<file path="src/design/stack_pin_pkg.sv">
// shared constants for the stack monitor pin control block
package stack_pin_pkg;
   localparam int unsigned CLK_HZ = 125_000_000;
   localparam int unsigned WDT_MIN_MS = 1000;
   localparam int unsigned WDT_MAX_MS = 2500;
   localparam int unsigned WDT_TIMEOUT_MS = 1500;
   localparam int unsigned WDT_CYCLES = (CLK_HZ / 1000) * WDT_TIMEOUT_MS;
   localparam int unsigned TOGGLE_HZ = 1000;
   localparam int unsigned TOGGLE_HALF_CYCLES = CLK_HZ / (2 * TOGGLE_HZ);
   localparam int unsigned NUM_CELLS = 12;
   localparam int unsigned NUM_GPIO = 2;
   localparam int unsigned ADDR_W = 4;
   localparam int unsigned ADC_W = 12;
   localparam logic [1:0] CFG_GPIO_RST = 2'h3;
   localparam logic [11:0] CFG_DISCHARGE_RST = 12'h000;
   localparam logic [11:0] TEMP_RST = 12'h000;
   localparam logic [3:0] ADDR_RST = 4'h0;
endpackage

</file>
<file path="src/design/stack_monitor_pin_control.sv">
// pin level control: watchdog, general pins, straps, serial output, temperature store
`timescale 1ns/1ns
`default_nettype none
// How it works
// - silent host for timeout raises watchdog alarm
// - alarm forces configuration back to defaults
// - alarm pin is open-drain low only
// - general pin bit zero pulls pin low
// - general pin bit one releases pin
// - general pin reads return sampled pin level
// - address formed from four synchronised straps
// - top-of-stack strap changes toggle polling sense
// - temperature conversions stored in result register one or two, chosen by temp_conv_sel
// - serial output drives low only, open-drain
// - twelve discharge switch outputs, one per cell
// - watchdog expiry turns all discharge switches off
// - toggle polling shows status as square wave
module stack_monitor_pin_control #(
   parameter int unsigned WDT_CYCLES = stack_pin_pkg::WDT_CYCLES,
   parameter int unsigned TOGGLE_HALF_CYCLES = stack_pin_pkg::TOGGLE_HALF_CYCLES
) (
   input wire logic ref_clk,
   input wire logic reset,
   input wire logic valid_cmd,
   input wire logic cfg_wr,
   input wire logic [stack_pin_pkg::NUM_GPIO-1:0] cfg_gpio_wdata,
   input wire logic [stack_pin_pkg::NUM_CELLS-1:0] cfg_discharge_wdata,
   output logic [stack_pin_pkg::NUM_GPIO-1:0] cfg_gpio_rdata,
   output logic [stack_pin_pkg::NUM_CELLS-1:0] discharge_switch_outputs,
   output logic watchdog_alarm_n_o,
   output logic watchdog_alarm_n_oe_n,
   output logic watchdog_active,
   input wire logic general_pin_one_i,
   output logic general_pin_one_o,
   output logic general_pin_one_oe_n,
   input wire logic general_pin_two_i,
   output logic general_pin_two_o,
   output logic general_pin_two_oe_n,
   input wire logic addr_strap_bit_zero,
   input wire logic addr_strap_bit_one,
   input wire logic addr_strap_bit_two,
   input wire logic addr_strap_bit_three,
   output logic [stack_pin_pkg::ADDR_W-1:0] device_address,
   input wire logic top_of_stack_strap,
   output logic top_of_stack,
   input wire logic chip_select_n,
   output logic selected,
   input wire logic poll_enable,
   input wire logic toggle_mode,
   input wire logic poll_status,
   input wire logic shift_bit,
   output logic serial_data_out_o,
   output logic serial_data_out_oe_n,
   input wire logic temp_conv_valid,
   input wire logic temp_conv_sel,
   input wire logic [stack_pin_pkg::ADC_W-1:0] temp_conv_data,
   output logic [stack_pin_pkg::ADC_W-1:0] temperature_result_reg_one,
   output logic [stack_pin_pkg::ADC_W-1:0] temperature_result_reg_two
);
   import stack_pin_pkg::*;

   typedef struct packed {
      logic [NUM_GPIO-1:0] gpio_s1;
      logic [NUM_GPIO-1:0] gpio_s2;
      logic [ADDR_W-1:0] addr_s1;
      logic [ADDR_W-1:0] addr_s2;
      logic tos_s1;
      logic tos_s2;
      logic cs_s1;
      logic cs_s2;
      logic [NUM_GPIO-1:0] cfg_gpio;
      logic [NUM_CELLS-1:0] cfg_discharge;
      logic alarm;
      logic alarm_oe_n;
      logic square;
      logic sdo_oe_n;
      logic [ADC_W-1:0] temp_one;
      logic [ADC_W-1:0] temp_two;
   } pin_state_t;

   localparam pin_state_t STATE_RST = '{
      gpio_s1: '0, gpio_s2: '0, addr_s1: ADDR_RST, addr_s2: ADDR_RST,
      tos_s1: 1'b0, tos_s2: 1'b0, cs_s1: 1'b1, cs_s2: 1'b1,
      cfg_gpio: CFG_GPIO_RST, cfg_discharge: CFG_DISCHARGE_RST,
      alarm: 1'b0, alarm_oe_n: 1'b1, square: 1'b0, sdo_oe_n: 1'b1,
      temp_one: TEMP_RST, temp_two: TEMP_RST
   };

   pin_state_t s_q, s_d;
   logic wdt_tick;
   logic half_tick;
   logic status_shown;
   logic drive_low;

   ////////////////////////////////////////////////////////////////////////////
   // timers

   tick_divider #(
      .COUNT(WDT_CYCLES)
   ) u_watchdog (
      .ref_clk(ref_clk),
      .reset(reset),
      .clear(valid_cmd),
      .tick(wdt_tick)
   );

   tick_divider #(
      .COUNT(TOGGLE_HALF_CYCLES)
   ) u_toggle (
      .ref_clk(ref_clk),
      .reset(reset),
      .clear(1'b0),
      .tick(half_tick)
   );

   ////////////////////////////////////////////////////////////////////////////
   // next state

   always_comb begin
      s_d = s_q;
      status_shown = 1'b0;
      drive_low = 1'b0;
      // pin synchronisers
      s_d.gpio_s1 = {general_pin_two_i, general_pin_one_i};
      s_d.gpio_s2 = s_q.gpio_s1;
      s_d.addr_s1 = {addr_strap_bit_three, addr_strap_bit_two,
                     addr_strap_bit_one, addr_strap_bit_zero};
      s_d.addr_s2 = s_q.addr_s1;
      s_d.tos_s1 = top_of_stack_strap;
      s_d.tos_s2 = s_q.tos_s1;
      s_d.cs_s1 = chip_select_n;
      s_d.cs_s2 = s_q.cs_s1;
      // watchdog alarm
      if (valid_cmd) begin
         s_d.alarm = 1'b0;
      end else if (wdt_tick) begin
         s_d.alarm = 1'b1;
      end
      s_d.alarm_oe_n = ~s_d.alarm;
      // configuration store
      if (s_q.alarm && !valid_cmd) begin
         s_d.cfg_gpio = CFG_GPIO_RST;
         s_d.cfg_discharge = CFG_DISCHARGE_RST;
      end else if (cfg_wr) begin
         s_d.cfg_gpio = cfg_gpio_wdata;
         s_d.cfg_discharge = cfg_discharge_wdata;
      end
      // square wave for toggle polling
      if (half_tick) begin
         s_d.square = ~s_q.square;
      end
      // serial output, driven only while selected
      status_shown = poll_status ^ ~s_q.tos_s2;
      if (poll_enable) begin
         if (toggle_mode) begin
            drive_low = status_shown & s_q.square;
         end else begin
            drive_low = ~poll_status;
         end
      end else begin
         drive_low = ~shift_bit;
      end
      s_d.sdo_oe_n = ~(drive_low & ~s_q.cs_s2);
      // temperature results
      if (temp_conv_valid) begin
         if (temp_conv_sel) begin
            s_d.temp_two = temp_conv_data;
         end else begin
            s_d.temp_one = temp_conv_data;
         end
      end
   end

   always_ff @(posedge ref_clk or posedge reset) begin
      if (reset) begin
         s_q <= STATE_RST;
      end else begin
         s_q <= s_d;
      end
   end

   ////////////////////////////////////////////////////////////////////////////
   // outputs

   assign cfg_gpio_rdata = s_q.gpio_s2;
   assign discharge_switch_outputs = s_q.cfg_discharge;
   assign watchdog_alarm_n_o = 1'b0;
   assign watchdog_alarm_n_oe_n = s_q.alarm_oe_n;
   assign watchdog_active = s_q.alarm;
   assign general_pin_one_o = 1'b0;
   assign general_pin_one_oe_n = s_q.cfg_gpio[0];
   assign general_pin_two_o = 1'b0;
   assign general_pin_two_oe_n = s_q.cfg_gpio[1];
   assign device_address = s_q.addr_s2;
   assign top_of_stack = s_q.tos_s2;
   assign selected = ~s_q.cs_s2;
   assign serial_data_out_o = 1'b0;
   assign serial_data_out_oe_n = s_q.sdo_oe_n;
   assign temperature_result_reg_one = s_q.temp_one;
   assign temperature_result_reg_two = s_q.temp_two;
endmodule
`default_nettype wire

</file>
<file path="src/design/tick_divider.sv">
// counter that emits a one-cycle tick every COUNT cycles, restarted by clear
`timescale 1ns/1ns
`default_nettype none
module tick_divider #(
   parameter int unsigned COUNT = 1000
) (
   input wire logic ref_clk,
   input wire logic reset,
   input wire logic clear,
   output logic tick
);
   localparam int unsigned CW = $clog2(COUNT + 1);
   localparam logic [CW-1:0] LAST = CW'(COUNT - 1);

   typedef struct packed {
      logic [CW-1:0] cnt;
      logic tick;
   } div_state_t;

   div_state_t s_q, s_d;

   always_comb begin
      s_d = s_q;
      s_d.tick = 1'b0;
      if (clear) begin
         s_d.cnt = '0;
      end else if (s_q.cnt == LAST) begin
         s_d.cnt = '0;
         s_d.tick = 1'b1;
      end else begin
         s_d.cnt = s_q.cnt + CW'(1);
      end
   end

   always_ff @(posedge ref_clk or posedge reset) begin
      if (reset) begin
         s_q <= '0;
      end else begin
         s_q <= s_d;
      end
   end

   assign tick = s_q.tick;
endmodule
`default_nettype wire

</file>
<file path="config.mk">
export PLATFORM = sky130hd
export DESIGN_NAME = stack_monitor_pin_control
export DESIGN_NICKNAME = d
export VERILOG_FILES = /design/src/design/stack_pin_pkg.sv /design/src/design/stack_monitor_pin_control.sv /design/src/design/tick_divider.sv
export SDC_FILE = /design/constraint.sdc
export NUM_CORES = 1
export LEC_CHECK = 0
export BUFFER_PORTS_ARGS = -buffer_cell sky130_fd_sc_hd__buf_2
export CORE_MARGIN = 2
export CORE_UTILIZATION = 55
export DETAILED_ROUTE_END_ITERATION = 10
export PLACE_DENSITY = 0.79
export SLEW_MARGIN = 20
export SYNTH_ARGS = -nofsm -noshare
export SYNTH_HDL_FRONTEND = slang
export SYNTH_SLANG_ARGS = --single-unit
</file>
<file path="constraint.sdc">
create_clock -name ref_clk -period 4.1 [get_ports ref_clk]
set_input_delay 0.82 -clock ref_clk [delete_from_list [all_inputs] [get_ports ref_clk]]
set_output_delay 0.82 -clock ref_clk [all_outputs]
set_load 0.01 [all_outputs]
</file>
* Word level (Yosys, flattened, before mapping)
Index checks and enable logic that the tools add are counted.
** Storage, ports and cells
- Flip-flop bits (word level) :: 104
- Bits in latches :: 0
- RAM bits :: 0
- ROM bits :: 0
- Bits of input ports :: 44
- Output and inout port bits :: 53
- Word-level logic and storage cells :: 52
- Memories :: 0
** Cells by class
- Add/sub/neg operators :: 2
- $mul :: 0
- Divide/modulo/power cells :: 0
- $lt $le $gt $ge :: 0
- Equality and inequality tests :: 2
- Shift-type cells :: 0
- Muxes and demuxes :: 12
- Bitwise operators :: 11
- Reduce and logical (&&, ||, !) cells :: 5
** Operator list (number)
- $mux W28 :: 2
- $add A28 B1 Y28 const B :: 1
- $eq A28 B28 Y1 const B :: 1
- $mux W14 :: 2
- $add A16 B1 Y16 const B :: 1
- $eq A16 B16 Y1 const B :: 1
- $mux W16 :: 1
- $not A1 Y1 :: 8
- $mux W1 :: 7
- $reduce_and A2 Y1 :: 2
- $and A1 B1 Y1 :: 2
- $reduce_bool A2 Y1 :: 1
- $logic_and A1 B1 Y1 :: 1
- $logic_not A1 Y1 :: 1
- $xor A1 B1 Y1 :: 1

* Longest topological paths before layout
Gate-level depths: netlist of the first run.
- Depth after elaboration :: 7
- Mapped depth :: 6
- Depth with buffers taken out :: 5

* Modules after synthesis
From an unflattened synthesis of the first run, not the netlist that was laid out.
** Second synthesis, totals
- Cells, all modules :: 422
- Area, all modules :: 4845.9 µm²
** By module, submodules not included
- stack_monitor_pin_control :: instances 1, cells each 176, area each 2446.1 µm², seq. area each 1458.9 µm²
- tick_divider at u_watchdog :: instances 1, cells each 164, area each 1559.0 µm², seq. area each 725.7 µm²
- tick_divider at u_toggle :: instances 1, cells each 82, area each 840.8 µm², seq. area each 425.4 µm²

* Least setup slack after synthesis of the first run
OpenSTA, ideal clock, no wires.
- Kind :: input to register
- From :: input cfg_wr
- To :: register s_q, in the netlist discharge_switch_outputs[0]
- Setup time :: 0.132 ns
- Arrival :: 1.803 ns
- Slack :: 2.165 ns
- Cell stages on the path :: 4
- Path buffers :: 2
- Path through :: clkbuf_1 -> clkbuf_1 -> mux2i_1 -> nor2_1
** Between the ends
- Longest elaborated chain between the ends :: 1
** Ends and longest elaborated chain
- start: declaration :: RTL line stack_monitor_pin_control.sv:25 : input wire logic cfg_wr,
- $reduce_bool A2 Y1 (no source line)
- end signal: assignment :: RTL line stack_monitor_pin_control.sv:176 : s_q <= STATE_RST;
- end signal: assignment :: RTL line stack_monitor_pin_control.sv:178 : s_q <= s_d;
- end: declaration :: RTL line stack_monitor_pin_control.sv:89 : pin_state_t s_q, s_d;
No other way between the ends.
A chain may end at the register's enable or synchronous reset.

==> results of run 1 <==
-- state kept, by name, indices dropped and copies added, names as in the netlist, 2 cells and up --
signal	cells
cfg_gpio_rdata	2
device_address	4
discharge_switch_outputs	12
s_d	8
s_q	2
temperature_result_reg_one	12
temperature_result_reg_two	12
u_toggle.s_q	16
u_watchdog.s_q	28
-- layout make-up --
cell class / count / area, um^2
inverter: 10 / 42.54
sequential: 104 / 2610
clock buffer: 9 / 123.9
clock inverter: 7 / 72.57
tap: 105 / 131.4
multi-input combinational: 237 / 1662
fill: 671 / 3141
timing repair buffer: 94 / 475.5
-- through the flow --
step                instance area, um^2  utilization (%)  power [W]
floorplan                          4708                -   0.001318
global placement                   4916            59.53   0.001336
detailed placement                 4916            59.53   0.001348
CTS                                5112            61.91   0.001970
global route                       5117            61.97   0.002036
finish                             5117            61.97   0.001955
-- cells in the final DEF, fill, tap and decap left out, drive strengths merged, types with 9 or more instances in the layout --
cell	synthesis	routed
dfrtp	98	98
buf	51	94
nor2	35	35
mux2	24	24
a21oi	17	17
nand2	16	16
nand3	16	16
xnor2	15	15
inv	10	15
mux2i	13	13
nand4	13	13
or4	13	13
o21ai	9	9
xor2	9	9
o31ai	9	9
clkbuf	7	9
-- worst max-delay path: stages (launching register included) --
cell and delay, ns:
dfrtp_1 0.44, or4b_2 0.70, o41ai_4 0.67, buf_4 0.33, nor2_1 0.08
-- cell families after synthesis --
logic type	count (synthesis)	synth area share, %
simple gates	130	15.85
compound gates	40	5.621
xor+xnor	24	4.475
mux	37	8.524
flops	104	55.57
fa+ha+maj	2	0.5327
buf+inv	68	9.350
other cells	1	0.07984
-- routing by layer --
metal	vias to the layer above	share of wire, %	GRT usage (%)
met3	8	6.7	3.801
met5	-	0	0
met2	104	47	30.32
met1	1506	46	25.14
li1	1474	-	-
met4	0	0.83	7.394
-- power by group through the flow --
stage               combinational [W]  sequential, W  clock, W
floorplan                    0.000188        0.00113         0
global placement             0.000202        0.00113         0
detailed placement           0.000210        0.00114         0
CTS                          0.000210        0.00112  0.000642
global route                 0.000231        0.00113  0.000679
finish                       0.000206        0.00112  0.000631
-- how the worst min path moves through the flow --
stage | start | end | slack (ns) | depth (start not counted)
floorplan | s_d[54] | cfg_gpio_rdata[0] | 0.33 | 0
global placement | s_d[54] | cfg_gpio_rdata[0] | 0.33 | 0
detailed placement | s_d[47] | device_address[1] | 0.33 | 0
CTS | s_d[47] | device_address[1] | 0.36 | 0
global route | s_d[44] | top_of_stack | 0.37 | 0
finish | s_d[49] | device_address[3] | 0.36 | 0
==> flow_summary.json, run 1 <==
{
  "status": "finished clean",
  "layout.nets": 502,
  "rows": 33,
  "worst_slack_ns": 1.777,
  "drt_iter0_drc": 153,
  "synth.top_cell.area_share_pct": 52.21,
  "stdcell_count": 566,
  "gp_congestion": 0.8181,
  "htree_levels": 3,
  "critPathMaxFanout": 14,
  "clk_latency_ns": 0.38,
  "pin_count": 97,
  "diodes": 0,
  "hold_violations": 0,
  "clkTransAtPathRegs_ns": 0.11,
  "required_ns": 4.37,
  "yosys-top-cells-count": "98 x dfrtp_1, 46 x buf_4, 35 x nor2_1",
  "cts_root_buf": "clkbuf_8",
  "synth_edf_count": 0,
  "ctsResizeCount": 0,
  "wl_um": 8571,
  "rsz0062_at_grt": "no",
  "async_reset_ff_share_pct": 100.0,
  "ant_nets": 0,
  "clkPwrFrac_pct": 32.3,
  "critPathLaunch": "u_watchdog.s_q[15]",
  "yosys.cell_count.top_type": "dfrtp_1",
  "p_sw_share_pct": 27.14,
  "grt-ovfl-total": 0,
  "cp-start-kind": "flip-flop",
  "p_int_w": 0.001424,
  "hold-worst-slack_ns": 0.3578,
  "syn_area_um2": 4697,
  "critical_path_class": "reg2reg",
  "cts_buffers": 9,
  "yosys-top-cells-area": "dfrtp_1 52%, buf_4 7.4%, mux2_2 5.8%",
  "crit_arrival_ns": 2.59,
  "cts_tree": "yes",
  "reg2regPathDepth": 4,
  "drive_above_1_share_pct": 32.97,
  "r2r-end": "u_watchdog.s_q[14]",
  "slew_headroom_pct": 47.22,
  "drc": 0,
  "post_cts_buffers": 0,
  "r2r_slack_ns": 1.78,
  "peakVddDrop_uv": 234.1,
  "viasPerCell": 5.463,
  "tightest_slew_ns": 0.7890,
  "initial_utilization_pct": 56.88,
  "p_seq_share_pct": 57.2,
  "fmax_mhz": 430.4,
  "endpoint": "u_watchdog.s_q[14]",
  "dieArea_um2": 9295,
  "antenna_found_initial": 0,
  "port_buffers": 92,
  "finalSetupViolCount": 0,
  "via_count": 3092,
  "synthToLayoutAreaGrowth_pct": 8.950,
  "period_minus_slack_ns": 2.323,
  "grt_pass1_vias": 2976,
  "synth_cell_type_count": 42,
  "ys_ff_latch": 104,
  "dp_hpwl_um": 6133,
  "die_height_um": 96.41,
  "synth_warnings": 0,
  "hp-class": "reg2reg",
  "setup-tns-final_ns": 0,
  "synth_flop_cell": "dfrtp_1",
  "cts_sinks": 104,
  "power_frac_comb_pct": 10.5,
  "ys_seq_area_share_pct": 55.57,
  "cp-end-kind": "flip-flop",
  "fin_skew_ns": 0.01061,
  "core_region_area_um2": 8258,
  "cts_buffer_depth": 2,
  "finalCritPeriodShare_pct": 56.67,
  "p_leak_nw": 2.337,
  "grtUsageTotal_pct": 18.79,
  "yosys.area.top_type": "dfrtp_1",
  "grt_max_degree": 92,
  "avgSynthCellArea_um2": 11.57,
  "cap_violations": 0,
  "switching_power_w": 0.0005305,
  "synthCells": 406,
  "ctsHoldBuffers": 0,
  "r2r_start": "u_watchdog.s_q[15]",
  "dpl_worst_slack_ns": 1.802,
  "chipWidth_um": 96.41,
  "grt_pass1_wl_um": 13430,
  "p_per_area_nw_per_um2": 382.0,
  "dp.cells": 550,
  "drv_slew": 0,
  "wl_per_cell_um": 15.14,
  "first_pass_iters": 4
}
(Power assumes the default switching activity.)
==> run 2, diff against run 1 <==
- CORE_UTILIZATION: 55 -> 49
- PLACE_DENSITY: 0.79 -> 0.74
- clock period: 4.1 -> 2 ns (I/O delays scaled with it)
==> run 2 against run 1 <==
Worst setup slack got worse by 1.7 ns. Register-to-register slack got worse by 1.7 ns. Routed wire length increased by 2.6%. First-iteration DRC count decreased by 40%. Total power increased by 100%. Die area increased by 12%. Non-clock buffer count increased by 22. Critical path type unchanged. Highest routed layer unchanged.
==> flow_summary.json, run 2 (synthesis gave the netlist of run 1 again) <==
{
  "dpl_worst_slack_ns": 0.01290,
  "viasPerCell": 5.126,
  "cap_violations": 0,
  "p_per_area_nw_per_um2": 743.2,
  "cts_sinks": 104,
  "grt_pass1_wl_um": 14040,
  "drt_iter0_drc": 92,
  "drive_above_1_share_pct": 36.85,
  "wl_um": 8792,
  "rsz0062_at_grt": "no",
  "fmax_mhz": 509.3,
  "peakVddDrop_uv": 370.8,
  "r2r_start": "u_watchdog.s_q[6]",
  "port_buffers": 92,
  "cts_buffers": 9,
  "drc": 0,
  "cp_top_family": "simple AND/OR/NAND/NOR gates",
  "clk_latency_ns": 0.37,
  "reg_top3": "u_watchdog.s_q (28), u_toggle.s_q (16)",
  "crit_slowest_cell": "or4_4",
  "initial_utilization_pct": 50.59,
  "r2r_slack_ns": 0.04,
  "cts_tree": "yes",
  "wl_met3_um": 460,
  "tightest_slew_ns": 0.6074,
  "layout.nets": 524,
  "crit_arrival_ns": 2.26,
  "p_leak_nw": 2.441,
  "ant_nets": 0,
  "stdcell_count": 612,
  "grt_pass1_vias": 2993,
  "reg2regPathDepth": 4,
  "setup-tns-final_ns": 0,
  "grt-ovfl-total": 0,
  "hold_path_end": "s_d[42]",
  "htree_levels": 3,
  "core_region_area_um2": 9284,
  "grtUsageTotal_pct": 16.98,
  "finalCritPeriodShare_pct": 98.18,
  "max_stage_delay_ns": 0.63,
  "cp-end-kind": "flip-flop",
  "rows": 35,
  "gp_congestion": 0.8125,
  "top_layer": "met4",
  "r2r-end": "u_watchdog.s_q[18]",
  "largest_reg_flops": 28,
  "worst_slack_ns": 0.03641,
  "drt-met1-wl_um": 4163,
  "fin_skew_ns": 0.01592,
  "dp.cells": 592,
  "clkTransAtPathRegs_ns": 0.11,
  "cts_root_buf": "clkbuf_8",
  "via_count": 3137,
  "cp-start-kind": "flip-flop",
  "hp-class": "in2reg",
  "required_ns": 2.30,
  "top_register": "u_watchdog.s_q",
  "ctsHoldBuffers": 0,
  "diodes": 0,
  "final_cell_mix": "94 x dfrtp_1, 92 x buf_2, 35 x nor2_1",
  "first_pass_iters": 4,
  "slew_headroom_pct": 59.51,
  "hold_depth": 1,
  "hold_violations": 0,
  "cts_buffer_depth": 2,
  "dp_hpwl_um": 6098,
  "period_minus_slack_ns": 1.964,
  "wl_met2_um": 4113,
  "status": "finished clean",
  "critical_path_class": "reg2reg",
  "critPathMaxFanout": 11,
  "finalSetupViolCount": 0,
  "wl_per_cell_um": 14.37,
  "layout_commonest_cell": "dfrtp_1",
  "grt_max_degree": 105,
  "synthToLayoutAreaGrowth_pct": 13.40,
  "holdCritStartpoint": "chip_select_n",
  "path_cells": "nand4_1 -> or4_4 -> or4_1 -> a21oi_2",
  "antenna_found_initial": 0,
  "die_height_um": 101.9,
  "path_buf_inv": 0,
  "drv_slew": 0,
  "chipWidth_um": 101.9,
  "dieArea_um2": 10380,
  "pin_count": 97
}
run 2: power breakdown:
part,leakage [nW],internal (W),switching (W)
logic,1.05,0.000203,0.000225
registers,1.30,0.00223,0.0000575
clock network,0.0938,0.000481,0.000762
total,2.44,0.00291,0.00104
run 2: worst max-delay path by stage:
stage,from,endpoint,slack (ns),depth (start not counted)
after CTS,u_watchdog.s_q[5],u_watchdog.s_q[18],0.003,4
final,u_watchdog.s_q[6],u_watchdog.s_q[18],0.04,4
after floorplan,u_watchdog.s_q[3],u_watchdog.s_q[24],0.08,6
after global placement,u_watchdog.s_q[5],u_watchdog.s_q[18],0.12,4
after global routing,u_watchdog.s_q[11],u_watchdog.s_q[18],0.003,4
after detailed placement,u_watchdog.s_q[11],u_watchdog.s_q[26],0.01,4
run 2: stage by stage:
stage	power (W)	utilization, %	hold WS, ns	area [um^2]
3_3_place_gp	0.002751	54.88	0.3318	5095
6_report	0.003958	57.37	0.1329	5326
3_5_place_dp	0.002765	54.88	0.3379	5095
5_1_grt	0.004165	57.37	0.1034	5326
4_1_cts	0.004022	56.93	0.1049	5285
2_1_floorplan	0.002703	-	0.3312	4712
run 2: area by class of cell:
cell class	instances	area, um^2
inverter	10	41.29
multi-input combinational	237	1663
tap	129	161.4
clock buffer	9	123.9
fill	798	3958
clock inverter	7	65.06
timing repair buffer	116	656.9
sequential	104	2615
run 2: worst register-to-register path: cells and delay by family, from the launching register on:
family / cells / cell delay (ns)
and+or+nand+nor: 3 / 1.31
AOI/OAI and AO/OA: 1 / 0.17
DFF: 1 / 0.42
run 2: metal layers:
layer / vias to the layer above / GRT usage [%]
li1: 1523 / -
met2: 84 / 27.33
met5: - / 0
met1: 1526 / 23.39
met4: 0 / 5.436
met3: 4 / 3.352
run 2: what timing repair did:
item	4_1_cts	5_1_grt
endpoints found under the hold margin	0	0
endpoints found under the setup margin	2	19
setup buffers	0	4
gates resized for setup	1	5
pin swaps	1	2
==> run 3, diff against run 2 <==
- BUFFER_PORTS_ARGS: -buffer_cell sky130_fd_sc_hd__buf_2 -> unset
- CORE_UTILIZATION: 49 -> 57
- DONT_BUFFER_PORTS: unset -> 1
- GPL_TIMING_DRIVEN: unset -> 0
==> run 3 against run 2 <==
The run now ends with setup timing left. Combinational power increased by 6.3%. Non-clock buffer count fell by 46. Sequential share of layout area rose by 1.1 points. Core utilization increased by 7.0 points.
==> flow_summary.json, run 3 (synthesis gave the netlist of run 1 again) <==
{
  "status": "finished, violations left",
  "violations": "setup timing",
  "critPathMaxFanout": 10,
  "dpl_worst_slack_ns": -0.2158,
  "slew_headroom_pct": 51.74,
  "p_leak_nw": 2.292,
  "fin_skew_ns": 0.01920,
  "dieArea_um2": 8982,
  "largest_reg_flops": 28,
  "cts_sinks": 104,
  "period_minus_slack_ns": 2.011,
  "rows": 33,
  "cp-start-kind": "flip-flop",
  "cp-end-kind": "flip-flop",
  "cap_violations": 0,
  "drive_above_1_share_pct": 29.29,
  "wl_um": 8519,
  "pin_count": 97,
  "viasPerCell": 5.494,
  "ctsHoldBuffers": 0,
  "port_buffers": 0,
  "layout.nets": 478,
  "critical_path_class": "reg2reg",
  "grtUsageTotal_pct": 19.82,
  "htree_levels": 3,
  "hold-worst-slack_ns": 0.007343,
  "cts_buffers": 9,
  "setup-tns-final_ns": -0.01109,
  "clk_latency_ns": 0.37,
  "endpoint": "u_watchdog.s_q[24]",
  "top_register": "u_watchdog.s_q",
  "grt-ovfl-total": 0,
  "drt_iter0_drc": 124,
  "layout_commonest_cell": "dfrtp_1",
  "gp_congestion": 0.8429,
  "dp_hpwl_um": 6086,
  "clkTransAtPathRegs_ns": 0.11,
  "drv_slew": 0,
  "cts_root_buf": "clkbuf_8",
  "r2r_start": "u_watchdog.s_q[11]",
  "grt_pass1_vias": 2902,
  "grt_pass1_wl_um": 13820,
  "finalSetupViolCount": 1,
  "postPlaceCellArea_um2": 4918,
  "required_ns": 2.29,
  "finalCritPeriodShare_pct": 100.6,
  "initial_utilization_pct": 58.04,
  "peakVddDrop_uv": 572.8,
  "stdcell_count": 542,
  "crit_arrival_ns": 2.30,
  "ant_nets": 0,
  "final_cell_mix": "93 x dfrtp_1, 58 x buf_4, 34 x nor2_1",
  "r2r-end": "u_watchdog.s_q[24]",
  "hold_violations": 0,
  "worst_slack_ns": -0.01109,
  "cts_tree": "yes",
  "drc": 0,
  "die_height_um": 94.78,
  "tightest_slew_ns": 0.7225,
  "first_pass_iters": 4,
  "chipWidth_um": 94.78,
  "r2r_slack_ns": -0.01,
  "dp.cells": 517,
  "diodes": 0,
  "stdcell_area_um2": 5207,
  "critPathLaunch": "u_watchdog.s_q[11]",
  "core_region_area_um2": 8093,
  "antenna_found_initial": 0,
  "reg2regPathDepth": 5,
  "p_per_area_nw_per_um2": 766.8,
  "grt_max_degree": 33,
  "cts_buffer_depth": 2,
  "fmax_mhz": 497.2,
  "via_count": 2978,
  "reg_top3": "u_watchdog.s_q (28), u_toggle.s_q (16)",
  "rsz0062_at_grt": "yes",
  "hp-class": "in2async",
  "synthToLayoutAreaGrowth_pct": 10.87,
  "wl_per_cell_um": 15.72
}
[run 3: cell types whose count changed in the layout (fill, tap and decap cells not counted), moves of 2 or more]
cell | previous run | this run
buf_16 | 0 | 2
ha_2 | 0 | 2
buf_6 | 1 | 3
clkbuf_1 | 0 | 6
clkinv_4 | 3 | 1
inv_6 | 1 | 3
buf_2 | 92 | 0
buf_4 | 22 | 58
ha_1 | 2 | 0
[run 3: worst min path at each step]
stage | start | end | slack (ns)
3_5_place_dp | s_d[54] | cfg_gpio_rdata[0] | 0.33
2_1_floorplan | s_d[54] | cfg_gpio_rdata[0] | 0.33
4_1_cts | reset | device_address[0] | 0.02
5_1_grt | chip_select_n | s_d[42] | 0.003
6_report | reset | device_address[1] | 0.007
3_3_place_gp | s_d[46] | device_address[0] | 0.33
[run 3: power by group]
part	total (W)	internal, W	switching (W)
logic	0.000455	0.000245	0.000210
registers	0.00230	0.00223	0.0000657
clock network	0.00124	0.000487	0.000755
total	0.00399	0.00296	0.00103
[run 3: stage by stage]
stage | util [%] | power (W)
after global routing | 64.35 | 0.004192
final | 64.35 | 0.003993
after CTS | 63.81 | 0.004045
after floorplan | - | 0.002703
after global placement | 59.85 | 0.002758
after detailed placement | 60.78 | 0.002792
[run 3: critical path, stage by stage (launching register included)]
cell and delay, ns:
dfrtp_1 0.43, nand4_1 0.15, or4_4 0.59, buf_6 0.17, or4_4 0.47, a21oi_2 0.14
[run 3: layout make-up]
cell class | instances | area [um^2]
Tap cell | 105 | 131.4
Clock buffer | 10 | 127.6
Buffer | 56 | 409.1
Sequential cell | 104 | 2616
Fill cell | 628 | 2885
Multi-Input combinational cell | 237 | 1667
Clock inverter | 6 | 57.56
Inverter | 10 | 41.29
Timing Repair Buffer | 14 | 157.7
[run 3: repair_timing]
| action | CTS | global route |
|---|---|---|
| setup buffers | 6 | 5 |
| setup endpoints to repair | 22 | 24 |
| gates resized for setup | 8 | 5 |
| gates cloned | 0 | 0 |
| pin swaps | 2 | 2 |
[run 3: metal layers]
metal	wire length [um]	track usage, %
met1	3771	26.37
met2	4068	31.91
met3	618	5.826
met4	60	5.314
met5	0	0
